--- src/verilog/tvd_pkg.sv ---
/*
 * Package for the trap and vector dispatch block: register map, trap flag
 * layout, fixed trap numbers, reset values and state encodings.
 * Assumes a 32-bit APB register bus and a 24-bit vector address space.
 */
package tvd_pkg;
	// Register byte offsets
	localparam logic [11:0] TVD_OFS_FLAGS = 12'h000;
	localparam logic [11:0] TVD_OFS_VSEG = 12'h004;
	localparam logic [11:0] TVD_OFS_CPU_CTRL = 12'h008;
	localparam logic [11:0] TVD_OFS_STATUS = 12'h00C;
	localparam logic [11:0] TVD_OFS_VADDR = 12'h010;

	// Trap flag bit positions
	localparam int TVD_B_SYSREQ0 = 15;
	localparam int TVD_B_STK_OVER = 14;
	localparam int TVD_B_STK_UNDER = 13;
	localparam int TVD_B_SWBRK = 12;
	localparam int TVD_B_SYSREQ1 = 7;
	localparam int TVD_B_UNDOP = 3;
	localparam int TVD_B_MEMERR = 2;
	localparam int TVD_B_PROT_FAULT = 1;
	localparam int TVD_B_ILL_OPERAND = 0;
	localparam logic [15:0] TVD_CLASS_A_MASK = 16'hF000;
	localparam logic [15:0] TVD_CLASS_B_MASK = 16'h008F;

	// Fixed trap numbers of the hardware traps and of the interrupt nodes
	localparam logic [6:0] TVD_TN_SYSREQ0 = 7'h02;
	localparam logic [6:0] TVD_TN_STK_OVER = 7'h04;
	localparam logic [6:0] TVD_TN_STK_UNDER = 7'h06;
	localparam logic [6:0] TVD_TN_SWBRK = 7'h08;
	localparam logic [6:0] TVD_TN_CLASS_B = 7'h0A;
	localparam logic [6:0] TVD_TN_SER2_REQ0 = 7'h5F;
	localparam logic [6:0] TVD_TN_UNASSIGNED_LO = 7'h62;
	localparam logic [6:0] TVD_TN_UNASSIGNED_HI = 7'h6A;
	localparam logic [6:0] TVD_TN_SYSCTL1 = 7'h6B;

	// Reset values
	localparam logic [7:0] TVD_VSEG_RST = 8'h00;
	localparam logic [1:0] TVD_VSC_RST = 2'h0;
	localparam int TVD_VSC_POS = 0;

	// Sources: trap = hardware, swtrap = TRAP instruction, irq = node
	typedef enum logic [1:0] {
		TVD_SRC_HW = 2'b00,
		TVD_SRC_SW = 2'b01,
		TVD_SRC_IRQ = 2'b10,
		TVD_SRC_NONE = 2'b11
	} tvd_src_t;

	typedef enum logic [1:0] {
		TVD_ST_RUN = 2'b00,
		TVD_ST_HWSVC = 2'b01,
		TVD_ST_WAIT = 2'b10
	} tvd_state_t;
endpackage

--- src/verilog/tvd_vec_calc.sv ---
/*
 * Vector address arithmetic: segment base plus trap number times spacing.
 * Assumes pure combinational use by the dispatch block on the same clock.
 */
`timescale 1ns/100ps
module tvd_vec_calc
	import tvd_pkg::*;
(
	// Inputs
	input wire logic [7:0] vseg,
	input wire logic [1:0] vsc,
	input wire logic [6:0] trap_num,
	// Result
	output logic [23:0] vec_addr
);
	logic [15:0] offset;

	always_comb begin
		offset = {7'h00, trap_num, 2'b00} << vsc;
		vec_addr = {vseg, offset};
	end
endmodule // tvd_vec_calc

--- src/verilog/tvd_dispatch.sv ---
/*
 * Trap and vector dispatch: collects hardware trap events into sticky flags,
 * forces a non-maskable branch to the trap vector, dispatches software traps
 * and interrupt node requests, and holds the vector segment and spacing.
 * Assumes the sequencer acknowledges each branch with branch_ack and signals
 * the end of a hardware trap service with hw_svc_done; all inputs are on pclk.
 */
// Behaviour
// - Any hardware trap forces a non-maskable branch: class A to its own vector, class B to the shared one.
// - Each hardware trap sets its own bit in the trap flag register.
// - Hardware trap preempts execution; during trap service only a class A trap preempts, and only class B service.
// - During hardware trap service, interrupts and event transfers are held off.
// - Class A traps use vectors 0x08, 0x10, 0x18, 0x20, numbers 02-08.
// - All five class B traps share vector 0x28, number 0A.
// - Software trap reaches any number 00-7F at current CPU priority.
// - Vector table sits in the segment held in the vector segment register.
// - Vector spacing comes from the spacing field; default four bytes.
// - Serial channel two sub-channel one requests use numbers 5F, 60, 61.
// - Numbers 62-6A unassigned; 6B-6F serve system, flash, clock, transfer-end.
`timescale 1ns/100ps
module tvd_dispatch
	import tvd_pkg::*;
(
	// APB slave
	input wire logic pclk,
	input wire logic presetn,
	input wire logic psel,
	input wire logic penable,
	input wire logic pwrite,
	input wire logic [11:0] paddr,
	input wire logic [31:0] pwdata,
	output logic [31:0] prdata,
	output logic pready,
	output logic pslverr,
	// Trap events, one-cycle pulses, bit layout as the flag register
	input wire logic [15:0] trap_event,
	// Software trap instruction
	input wire logic sw_trap_req,
	input wire logic [6:0] sw_trap_num,
	// Interrupt node request, already arbitrated
	input wire logic irq_req,
	input wire logic [6:0] irq_num,
	input wire logic pet_req,
	// Sequencer handshake
	input wire logic branch_ack,
	input wire logic hw_svc_done,
	// Sequencer outputs
	output logic branch_req,
	output logic [23:0] branch_addr,
	output logic [6:0] branch_num,
	output logic branch_nmi,
	output logic irq_block,
	output logic pet_grant
);
	typedef struct packed {
		logic [15:0] flags;
		logic [7:0] vseg;
		logic [1:0] vsc;
		tvd_state_t state;
		logic class_a_svc;
		logic [15:0] pend;
		logic branch_req;
		logic [23:0] branch_addr;
		logic [6:0] branch_num;
		logic branch_nmi;
		logic irq_block;
		logic pet_grant;
		logic [31:0] prdata;
		logic pready;
		logic pslverr;
	} tvd_regs_t;

	tvd_regs_t r, next_r;
	logic [6:0] pick_num;
	logic pick_valid;
	logic pick_hw;
	logic pick_class_a;
	logic [23:0] pick_addr;

	function automatic logic [6:0] hw_trap_num(input logic [15:0] f);
		if (f[TVD_B_SYSREQ0]) return TVD_TN_SYSREQ0;
		if (f[TVD_B_STK_OVER]) return TVD_TN_STK_OVER;
		if (f[TVD_B_STK_UNDER]) return TVD_TN_STK_UNDER;
		if (f[TVD_B_SWBRK]) return TVD_TN_SWBRK;
		return TVD_TN_CLASS_B;
	endfunction

	// Only the class A trap being served leaves the pending set; a second one
	// raised in the same cycle waits its turn instead of being dropped
	function automatic logic [15:0] hw_trap_bit(input logic [15:0] f);
		logic [15:0] b;
		b = 16'h0000;
		if (f[TVD_B_SYSREQ0])
			b[TVD_B_SYSREQ0] = 1'b1;
		else if (f[TVD_B_STK_OVER])
			b[TVD_B_STK_OVER] = 1'b1;
		else if (f[TVD_B_STK_UNDER])
			b[TVD_B_STK_UNDER] = 1'b1;
		else if (f[TVD_B_SWBRK])
			b[TVD_B_SWBRK] = 1'b1;
		return b;
	endfunction

	function automatic logic node_assigned(input logic [6:0] n);
		return !(n >= TVD_TN_UNASSIGNED_LO && n <= TVD_TN_UNASSIGNED_HI);
	endfunction

	tvd_vec_calc u_vec (
		.vseg(r.vseg),
		.vsc(r.vsc),
		.trap_num(pick_num),
		.vec_addr(pick_addr)
	);

	logic [15:0] new_hw;
	logic wr_acc, rd_acc, addr_ok;

	always_comb begin
		new_hw = r.pend | trap_event;
		pick_valid = 1'b0;
		pick_hw = 1'b0;
		pick_class_a = 1'b0;
		pick_num = 7'h00;
		// hardware trap wins, class B waits while class A service runs
		if (r.state == TVD_ST_RUN && (|(new_hw & TVD_CLASS_A_MASK)
				|| (|(new_hw & TVD_CLASS_B_MASK)))) begin
			pick_valid = 1'b1;
			pick_hw = 1'b1;
			pick_class_a = |(new_hw & TVD_CLASS_A_MASK);
			pick_num = hw_trap_num(new_hw);
		end else if (r.state == TVD_ST_HWSVC && !r.class_a_svc && |(new_hw & TVD_CLASS_A_MASK)) begin
			pick_valid = 1'b1;
			pick_hw = 1'b1;
			pick_class_a = 1'b1;
			pick_num = hw_trap_num(new_hw);
		end else if (r.state == TVD_ST_RUN && sw_trap_req) begin
			pick_valid = 1'b1;
			pick_num = sw_trap_num;
		end else if (r.state == TVD_ST_RUN && irq_req && node_assigned(irq_num)) begin
			pick_valid = 1'b1;
			pick_num = irq_num;
		end
	end

	always_comb begin
		next_r = r;
		wr_acc = psel && penable && pwrite;
		rd_acc = psel && !penable && !pwrite;
		addr_ok = paddr == TVD_OFS_FLAGS || paddr == TVD_OFS_VSEG || paddr == TVD_OFS_CPU_CTRL
			|| paddr == TVD_OFS_STATUS || paddr == TVD_OFS_VADDR;
		next_r.pready = psel && !penable;
		next_r.pslverr = psel && !penable && !addr_ok;
		next_r.pend = new_hw;
		// clear by write of ones, set wins
		if (wr_acc && paddr == TVD_OFS_FLAGS)
			next_r.flags = r.flags & ~pwdata[15:0];
		next_r.flags = next_r.flags | trap_event;
		if (wr_acc && paddr == TVD_OFS_VSEG)
			next_r.vseg = pwdata[7:0];
		if (wr_acc && paddr == TVD_OFS_CPU_CTRL)
			next_r.vsc = pwdata[TVD_VSC_POS +: 2];
		if (rd_acc) begin
			case (paddr)
				TVD_OFS_FLAGS: next_r.prdata = {16'h0000, r.flags};
				TVD_OFS_VSEG: next_r.prdata = {24'h000000, r.vseg};
				TVD_OFS_CPU_CTRL: next_r.prdata = {30'h00000000, r.vsc};
				// Pending flag covers all four class A traps, not just the top two
				TVD_OFS_STATUS: next_r.prdata = {28'h0000000, |(r.pend & TVD_CLASS_A_MASK), r.class_a_svc, r.state};
				TVD_OFS_VADDR: next_r.prdata = {8'h00, r.branch_addr};
				default: next_r.prdata = 32'h00000000;
			endcase
		end
		case (r.state)
			TVD_ST_RUN, TVD_ST_HWSVC: begin
				if (pick_valid) begin
					next_r.branch_req = 1'b1;
					next_r.branch_addr = pick_addr;
					next_r.branch_num = pick_num;
					next_r.branch_nmi = pick_hw;
					if (pick_hw) begin
						next_r.pend = pick_class_a ? (new_hw & ~hw_trap_bit(new_hw)) : 16'h0000;
						next_r.class_a_svc = pick_class_a;
					end
					next_r.state = TVD_ST_WAIT;
				end else if (r.state == TVD_ST_HWSVC && hw_svc_done) begin
					next_r.state = TVD_ST_RUN;
					next_r.class_a_svc = 1'b0;
				end
			end
			TVD_ST_WAIT: begin
				if (branch_ack) begin
					next_r.branch_req = 1'b0;
					next_r.state = r.branch_nmi ? TVD_ST_HWSVC : TVD_ST_RUN;
				end
			end
			default: next_r.state = TVD_ST_RUN;
		endcase
		// block interrupts and event transfers in hardware service
		next_r.irq_block = next_r.state != TVD_ST_RUN || next_r.branch_nmi && next_r.branch_req;
		next_r.pet_grant = pet_req && !next_r.irq_block;
	end

	always_ff @(posedge pclk or negedge presetn) begin
		if (!presetn) begin
			r <= '0;
			r.vseg <= TVD_VSEG_RST;
			r.vsc <= TVD_VSC_RST;
			r.state <= TVD_ST_RUN;
		end else begin
			r <= next_r;
		end
	end

	assign prdata = r.prdata;
	assign pready = r.pready;
	assign pslverr = r.pslverr;
	assign branch_req = r.branch_req;
	assign branch_addr = r.branch_addr;
	assign branch_num = r.branch_num;
	assign branch_nmi = r.branch_nmi;
	assign irq_block = r.irq_block;
	assign pet_grant = r.pet_grant;
endmodule // tvd_dispatch

--- config.mk ---
export PLATFORM = sky130hd
export DESIGN_NAME = tvd_dispatch
export DESIGN_NICKNAME = d
export VERILOG_FILES = /design/src/verilog/tvd_pkg.sv /design/src/verilog/tvd_vec_calc.sv /design/src/verilog/tvd_dispatch.sv
export SDC_FILE = /design/constraint.sdc
export NUM_CORES = 1
export LEC_CHECK = 0
export BUFFER_PORTS_ARGS = -buffer_cell sky130_fd_sc_hd__buf_2
export CELL_PAD_IN_SITES_DETAIL_PLACEMENT = 1
export CELL_PAD_IN_SITES_GLOBAL_PLACEMENT = 1
export CORE_MARGIN = 1
export CORE_UTILIZATION = 38
export DETAILED_ROUTE_END_ITERATION = 10
export PLACE_DENSITY_LB_ADDON = 0.1
export SKIP_CTS_REPAIR_TIMING = 1
export SLEW_MARGIN = 40
export SYNTH_ARGS = -nofsm -noshare
export SYNTH_HDL_FRONTEND = slang
export SYNTH_SLANG_ARGS = --single-unit
--- constraint.sdc ---
create_clock -name pclk -period 2.7 [get_ports pclk]
set_clock_uncertainty 0.15 [all_clocks]
set_input_delay 0.27 -clock pclk [delete_from_list [all_inputs] [get_ports pclk]]
set_output_delay 0.27 -clock pclk [all_outputs]
set_load 0.05 [all_outputs]
==> run metrics, run 1 <==
outcome=completed; CTS tree=done; ports placed on the boundary=153; Sink Count=93; Fin Setup TNS=0 ns; Max transition margin=52.1%; Antenna Violating Nets Remaining=0; final estimated routing congestion in global placement=0.860; Iteration-0 DRC Markers=around 220; Synth Register Bits=93; area overhead of the layout relative to synthesis=18.1%; via-per-instance ratio=5.11; pin slew with the least headroom to its limit=0.719 ns; RSZ-0062 raised after global routing=no; final standard cell count with taps included and fillers excluded=around 760; number of standard-cell rows in the floorplan=40; Total GRT Usage=around 22%; PD cells=854 nW/um^2; clk root buf=clkbuf_16; number of nets in the layout=670; worst-path fanout max=4; type of element capturing the critical path=flop; CTS Buf Count=9; mean instance size in the synthesized netlist=between 9 and 10 sq um; Overflow after GRT=0; highest ir drop seen on vdd=0.625 mV; reported max-cap violation count=0; sequential-to-total area share from yosys stat=48.5%; most used flip-flop cell after synthesis=dfrtp_1; DIE WIDTH=114 microns; number of hold-slack violations in the final timing report=0; Leak=2.63 nW; max frequency=394 MHz; library cell with the largest summed area after synthesis=dfrtp_1; placed cell count=732; core box area=12200 sq um; type of the setup path with the least slack=flop to flop; WL final=13600 microns; arrival time of data at the critical path endpoint=2.63 ns; yosys warns=0; commonest cells after routing, fill and taps aside=121 x buf_2, 99 x nand2_1, 93 x dfrtp_1, 29 x o21ai_0, 28 x nor2_1; count of vias placed by the detailed router=3875; number of max-slew violations in the final report=0; Final Critical Period=around 2.5 ns; H-tree levels=3; count of flip-flops with a built-in enable after synthesis=0; initial standard-cell utilization of the core=39.4%; antenna violations before repair=0; class of the tightest hold or removal check=input pin to flop; routed length per placed instance=17.9 microns; fraction of final layout cells sized beyond drive strength 1=31.3%; router iterations before antenna repair=4; die span in y=roughly 110 microns; Finish-stage setup viols=0; total inserted antenna cells=0; fillcell total=1444; Critical Path RT=2.79 ns; most common cell after layout, fill and taps aside=buf_2; number of global-route vias before repair=just under 4000; share of the synthesized area in the top cell type=48.5%; number of distinct library cells after synthesis=68; largest net degree at the start of global routing=52; global-route wire length before repair=between 20000 and 25000 microns; overall die area=13100 sq um; Final period util=between 90% and 100%; post-CTS clock slew at the launch and capture registers of the worst setup and hold paths=0.07 ns; post-detail-place hpwl=10300 microns; input/output buffers=about 120; clock latency on the worst-skew pair=0.35 ns; final routed DRC violation total=0; clock buffer depth=2; Gate Count Post-Synth=497; cells taking the most area after synthesis=dfrtp_1 49%, buf_4 10%, nand2_1 7.7%, o21ai_0 3.0%, a21o_1 2.8%; Worst setup SP type=flop; async set or reset register ratio after synthesis=100%; Mapped Area=4800 sq um
[per-stage QoR]
step	hold WS (ns)	area (sq um)	utilization, %	power, mW	setup WS [ns]
after floorplan	-0.176	4850	-	3.12	0.442
after CTS	-0.177	5540	45.6	4.85	0.137
after detailed placement	0.192	5250	43.2	3.56	0.141
after global routing	0.00649	5660	46.6	5.08	0.0140
after global placement	0.189	5250	43.2	3.51	0.176
final	0.00125	5660	46.6	4.84	0.161
[cells in the mapped netlist (all sizes together), types with 2 or more instances]
cell / instances
nand2: 100
dfrtp: 93
buf: 69
o21ai: 32
nor2: 29
a21oi: 20
clkbuf: 19
a21o: 18
mux2: 10
a22oi: 8
nand3: 6
a22o: 5
and3: 5
inv: 5
a222oi: 4
and2: 4
nor2b: 4
nor4: 4
or4: 4
a211oi: 3
a221oi: 3
a31oi: 3
a32o: 3
a32oi: 3
nand2b: 3
nor3b: 3
o32ai: 3
and3b: 2
mux2i: 2
mux4: 2
nor3: 2
nor4b: 2
o41ai: 2
or2: 2
or3: 2
or3b: 2
[registers in the layout, summed over array words and instances (netlist names)]
register     flops
branch_num       7
pslverr          1
branch_addr     18
branch_req       1
r               38
branch_nmi       1
prdata          24
pready           1
irq_block        1
pet_grant        1
[worst max-delay path: stages (launching register included)]
cell      delay, ns
dfrtp_1        0.38
or4_4          0.56
nor4_4         0.28
a22oi_1        0.23
a211oi_2       0.38
o32ai_2        0.19
a22o_1         0.26
[cell type report]
type	count	area (sq um)	area share, %
Clock buffer	12	246	4.35
Clock inverter	4	47.5	0.839
Inverter	5	18.8	0.331
Multi-Input combinational cell	324	1930	34.0
Sequential cell	93	2330	41.1
Tap cell	168	210	3.71
Timing Repair Buffer	153	886	15.6
[logic make-up after synthesis]
logic type             synth area share [%]
AOI/OAI and AO/OA                      16.9
buffers and inverters                  12.5
DFF                                    48.5
muxes                                  3.70
other                                0.0782
and+or+nand+nor                        18.2
[where the power goes]
group	total (mW)	switching [mW]	internal [mW]
clock	1.29	0.546	0.741
sequential	1.74	0.174	1.56
combinational	1.81	1.26	0.553
total	4.84	1.98	2.86
[final timing paths]
check | startpoint | to | slack [ns] | depth (start not counted)
setup / recovery | r[71]$_DFF_PN0_ | branch_addr[4]$_DFFE_PN0P_ | 0.16 | 6
hold / removal | trap_event[2] | r[100]$_DFF_PN0_ | 0.001 | 2
setup reg to reg | r[71]$_DFF_PN0_ | branch_addr[4]$_DFFE_PN0P_ | 0.16 | 6
hold reg to reg | branch_num[6]$_DFFE_PN0P_ | branch_num[6]$_DFFE_PN0P_ | 0.32 | 1
max in group asynchronous | presetn | irq_block$_DFF_PN0_ | 1.37 | 3
min in group asynchronous | presetn | prdata[9]$_DFFE_PN0P_ | 0.34 | 2
[metal layers]
layer	up-vias	routed length, microns	GRT usage [%]
met5	-	0	0
met4	0	241	8.23
met3	18	449	3.12
met2	104	6600	35.1
met1	1904	6270	29.1
li1	1849	-	-
No activity file was read; power rests on OpenSTA's default activity.
==> run 2: changes to the inputs <==
--- a/config.mk
+++ b/config.mk
@@ -11,6 +11,7 @@
 export CORE_MARGIN = 1
 export CORE_UTILIZATION = 38
 export DETAILED_ROUTE_END_ITERATION = 10
+export HOLD_SLACK_MARGIN = 0.02
 export PLACE_DENSITY_LB_ADDON = 0.1
 export SKIP_CTS_REPAIR_TIMING = 1
 export SLEW_MARGIN = 40
==> run metrics, run 2 (same netlist as run 1, synthesis figures left out) <==
outcome=completed; most common cell after layout, fill and taps aside=buf_2; placed cell count=732 (unchanged); final standard cell count with taps included and fillers excluded=762 (+0.40%); Sink Count=93 (unchanged); arrival time of data at the critical path endpoint=2.62 ns (about the same); fraction of final layout cells sized beyond drive strength 1=31.1% (-0.16 points); routed length per placed instance=17.9 microns (about the same); H-tree levels=3 (unchanged); clock latency on the worst-skew pair=0.35 ns (about the same); router iterations before antenna repair=4 (unchanged); WL final=13600 microns (+0.31%); number of nets in the layout=673 (+0.45%); Leak=2.64 nW (+0.48%); clock buffer depth=2 (unchanged); die span in y=114 microns (unchanged); met3 Resource Use GR=3.12% (unchanged); worst-path fanout max=4 (unchanged); commonest cells after routing, fill and taps aside=121 x buf_2, 99 x nand2_1, 93 x dfrtp_1, 29 x o21ai_0, 28 x nor2_1; number of global-route vias before repair=3940 (unchanged); PD cells=850 nW/um^2 (-0.46%); number of standard-cell rows in the floorplan=40 (unchanged); largest net degree at the start of global routing=52 (unchanged); ordered cell list for the critical path=or4_4, nor4_4, a22oi_1, a211oi_2, o32ai_2, a22o_1; Worst path slowest cell=or4_4; final estimated routing congestion in global placement=0.860 (unchanged); total inserted antenna cells=0 (unchanged); flip-flop count of the largest register after layout=38 (unchanged); final total power=4.84 mW (about the same); post-CTS clock slew at the launch and capture registers of the worst setup and hold paths=0.07 ns (about the same); Antenna Violating Nets Remaining=0 (unchanged); type of element capturing the critical path=flop; RSZ-0062 raised after global routing=no; CTS Buf Count=9 (unchanged); Final Critical Period=2.54 ns (-0.00324 ns); antenna violations before repair=0 (unchanged); ports placed on the boundary=153 (unchanged); initial standard-cell utilization of the core=39.4% (unchanged); Critical Path RT=2.79 ns (about the same); CTS tree=done; highest ir drop seen on vdd=0.624 mV (-0.14%); Finish-stage setup viols=0 (unchanged); Overflow after GRT=0 (unchanged); Max transition margin=52.0% (-0.060 points); Worst setup SP type=flop; core box area=12200 sq um (unchanged); layer carrying the most global-route usage=met2; met1 Resource Use GR=29.1% (unchanged); number of hold-slack violations in the final timing report=0 (unchanged); area overhead of the layout relative to synthesis=18.7%; final cell utilization of the core=46.8% (+0.25 points); Total GRT Usage=21.6% (unchanged); max frequency=394 MHz (+0.13%); Final period util=93.9% (-0.12 points); depth of the worst hold-timing path=2 (unchanged); overall die area=13100 sq um (unchanged); DIE WIDTH=114 microns (unchanged); register ranked first by flip-flop count=r; clk root buf=clkbuf_16; Max stage delay on crit path=0.56 ns (about the same); class of the tightest hold or removal check=input pin to flop; reported max-cap violation count=0 (unchanged); pin slew with the least headroom to its limit=0.719 ns (+0.000901 ns); R2R cell count=6 (unchanged); input/output buffers=122 (unchanged); Iteration-0 DRC Markers=238 (+6.3%); type of the setup path with the least slack=flop to flop; Fin Setup TNS=0 ns (unchanged); global-route wire length before repair=21300 microns (unchanged); post-detail-place hpwl=10300 microns (unchanged); count of vias placed by the detailed router=3883 (+0.21%); final routed DRC violation total=0 (unchanged); WHS=0.0210 ns (+0.0197 ns); global-route track usage on met2=35.1% (unchanged); via-per-instance ratio=5.10 (-0.19%); number of max-slew violations in the final report=0 (unchanged)
run 2: area by class of cell:
class | count | area [sq um]
flip-flops and latches | 93 | 2330
fillers | 1444 | 6470
inverters | 5 | 18.8
clock inverters | 4 | 47.5
well taps | 168 | 210
clock buffers | 12 | 246
multi-input cells | 324 | 1930
repair buffers | 156 | 916
run 2: routing by layer:
layer | part of all wire, % | wire (microns)
met5 | 0 | 0
met4 | 1.8 | 240
met3 | 3.9 | 530
met2 | 49 | 6640
met1 | 45 | 6190
run 2: report_power, final:
group / total, mW / internal [mW] / switching [mW]
registers: 1.74 / 1.56 / 0.174
logic: 1.82 / 0.555 / 1.26
clock network: 1.29 / 0.741 / 0.546
run 2: critical path, delay by kind of cell, from the launching register on:
family	cells	cell delay, ns
and+or+nand+nor	2	0.84
DFF	1	0.38
AOI/OAI and AO/OA	4	1.06
run 2: path summary, 6_finish.rpt:
kind	startpoint	endpoint	slack, ns
setup / recovery	r[71]$_DFF_PN0_	branch_addr[4]$_DFFE_PN0P_	0.16
hold reg to reg	branch_num[6]$_DFFE_PN0P_	branch_num[6]$_DFFE_PN0P_	0.32
max in group asynchronous	presetn	irq_block$_DFF_PN0_	1.37
hold / removal	trap_event[14]	r[112]$_DFF_PN0_	0.02
min in group asynchronous	presetn	prdata[9]$_DFFE_PN0P_	0.34
setup reg to reg	r[71]$_DFF_PN0_	branch_addr[4]$_DFFE_PN0P_	0.16
run 2: metrics by stage:
step                      instance area, sq um  worst slack [ns]
after floorplan                           4850             0.442
after global placement                    5250             0.176
after detailed placement                  5250             0.141
after CTS                                 5540             0.137
after global routing                      5690            0.0140
final                                     5690             0.164
==> run 3: changes to the inputs <==
--- a/config.mk
+++ b/config.mk
@@ -11,7 +11,7 @@
 export CORE_MARGIN = 1
 export CORE_UTILIZATION = 38
 export DETAILED_ROUTE_END_ITERATION = 10
-export HOLD_SLACK_MARGIN = 0.02
+export HOLD_SLACK_MARGIN = 0.15
 export PLACE_DENSITY_LB_ADDON = 0.1
 export SKIP_CTS_REPAIR_TIMING = 1
 export SLEW_MARGIN = 40
==> run metrics, run 3 (same netlist as run 1, synthesis figures left out) <==
Sink Count=93 (unchanged); arrival time of data at the critical path endpoint=2.63 ns (about the same); final total power=4.86 mW (+0.46%); setup slack of the critical path after layout=0.159 ns (-0.00542 ns); initial standard-cell utilization of the core=39.4% (unchanged); WL final=14100 microns (+3.9%); DIE WIDTH=114 microns (unchanged); final estimated routing congestion in global placement=0.860 (unchanged); type of the setup path with the least slack=flop to flop; antenna violations before repair=0 (unchanged); final routed DRC violation total=0 (unchanged); worst-path fanout max=4 (unchanged); outcome=completed; overall die area=13100 sq um (unchanged); most common cell after layout, fill and taps aside=buf_2; routed length per placed instance=17.8 microns (-0.54%); number of nets in the layout=707 (+5.1%); cell area after placement=5250 sq um (unchanged); final design instance area without fill=6030 sq um (+6.0%); WHS=0.122 ns (+0.101 ns); count of vias placed by the detailed router=4050 (+4.3%); placed cell count=732 (unchanged); final standard cell count with taps included and fillers excluded=796 (+4.5%); Finish-stage setup viols=0 (unchanged); clk root buf=clkbuf_16; highest ir drop seen on vdd=0.624 mV (about the same); class of the tightest hold or removal check=input pin to flop; Antenna Violating Nets Remaining=0 (unchanged); fillcell total=1447 (+0.21%); H-tree levels=3 (unchanged); final cell utilization of the core=49.6% (+2.8 points); largest net degree at the start of global routing=52 (unchanged); Iteration-0 DRC Markers=192 (-19%); Max transition margin=53.6% (+1.6 points); flip-flop count of the largest register after layout=38 (unchanged); Worst setup SP type=flop; number of max-slew violations in the final report=0 (unchanged); worst-case setup slack after placement=0.141 ns (unchanged); register ranked first by flip-flop count=r; fraction of final layout cells sized beyond drive strength 1=29.5% (-1.7 points); area overhead of the layout relative to synthesis=25.8%; number of global-route vias before repair=3940 (unchanged); ports placed on the boundary=153 (unchanged); number of standard-cell rows in the floorplan=40 (unchanged); post-CTS clock slew at the launch and capture registers of the worst setup and hold paths=0.07 ns (about the same); clock latency on the worst-skew pair=0.35 ns (about the same); Critical Path RT=2.79 ns (about the same); die span in y=114 microns (unchanged); input/output buffers=122 (unchanged); Final period util=94.1% (+0.20 points); Final Critical Period=2.54 ns (+0.00542 ns); post-detail-place hpwl=10300 microns (unchanged); Leak=2.74 nW (+3.7%); via-per-instance ratio=5.09 (-0.15%); number of hold-slack violations in the final timing report=0 (unchanged); pin slew with the least headroom to its limit=0.696 ns (-0.0235 ns); total inserted antenna cells=0 (unchanged); Total GRT Usage=21.6% (unchanged); commonest cells after routing, fill and taps aside=121 x buf_2, 99 x nand2_1, 93 x dfrtp_1, 48 x dlygate4sd3_1, 29 x o21ai_0; CTS tree=done; PD cells=806 nW/um^2 (-5.2%); reported max-cap violation count=0 (unchanged); max frequency=394 MHz (-0.21%); clock buffer depth=2 (unchanged); type of element capturing the critical path=flop; global-route wire length before repair=21300 microns (unchanged); Overflow after GRT=0 (unchanged); core box area=12200 sq um (unchanged); Fin Setup TNS=0 ns (unchanged); RSZ-0062 raised after global routing=no; CTS Buf Count=9 (unchanged); router iterations before antenna repair=5 (+1)
[run 3: final timing paths]
kind	from	to	slack (ns)	cells past startpoint
min	trap_event[14]	r[83]$_DFF_PN0_	0.12	3
max in group asynchronous	presetn	irq_block$_DFF_PN0_	1.37	3
min in group asynchronous	presetn	prdata[9]$_DFFE_PN0P_	0.34	2
max reg2reg	r[71]$_DFF_PN0_	branch_addr[4]$_DFFE_PN0P_	0.16	6
min reg2reg	prdata[13]$_DFFE_PN0P_	prdata[13]$_DFFE_PN0P_	0.32	2
max	r[71]$_DFF_PN0_	branch_addr[4]$_DFFE_PN0P_	0.16	6
[run 3: worst max-delay path, stage by stage, from the launching register on]
cell and delay, ns:
dfrtp_1 0.38, or4_4 0.56, nor4_4 0.28, a22oi_1 0.23, a211oi_2 0.38, o32ai_2 0.19, a22o_1 0.26
[run 3: layout make-up]
cell class                 instances  area, sq um  area share, %
multi-input combinational        324         1930           32.0
clock inverter                     4         47.5          0.788
tap                              168          210           3.48
sequential                        93         2330           38.6
clock buffer                      12          246           4.08
timing repair buffer             190         1260           20.8
inverter                           5         18.8          0.311
[run 3: power by group]
| group | internal [mW] | leakage [nW] | switching, mW |
|---|---|---|---|
| Combinational | 0.573 | 1.46 | 1.27 |
| Sequential | 1.56 | 1.13 | 0.175 |
| Clock | 0.741 | 0.143 | 0.544 |
[run 3: layer usage]
layer | track usage [%] | share of wire, % | up-vias
li1 | - | - | 1920
met1 | 29.1 | 46 | 2001
met4 | 8.23 | 1.7 | 0
met3 | 3.12 | 3.6 | 18
met2 | 35.1 | 49 | 111
met5 | 0 | 0 | -
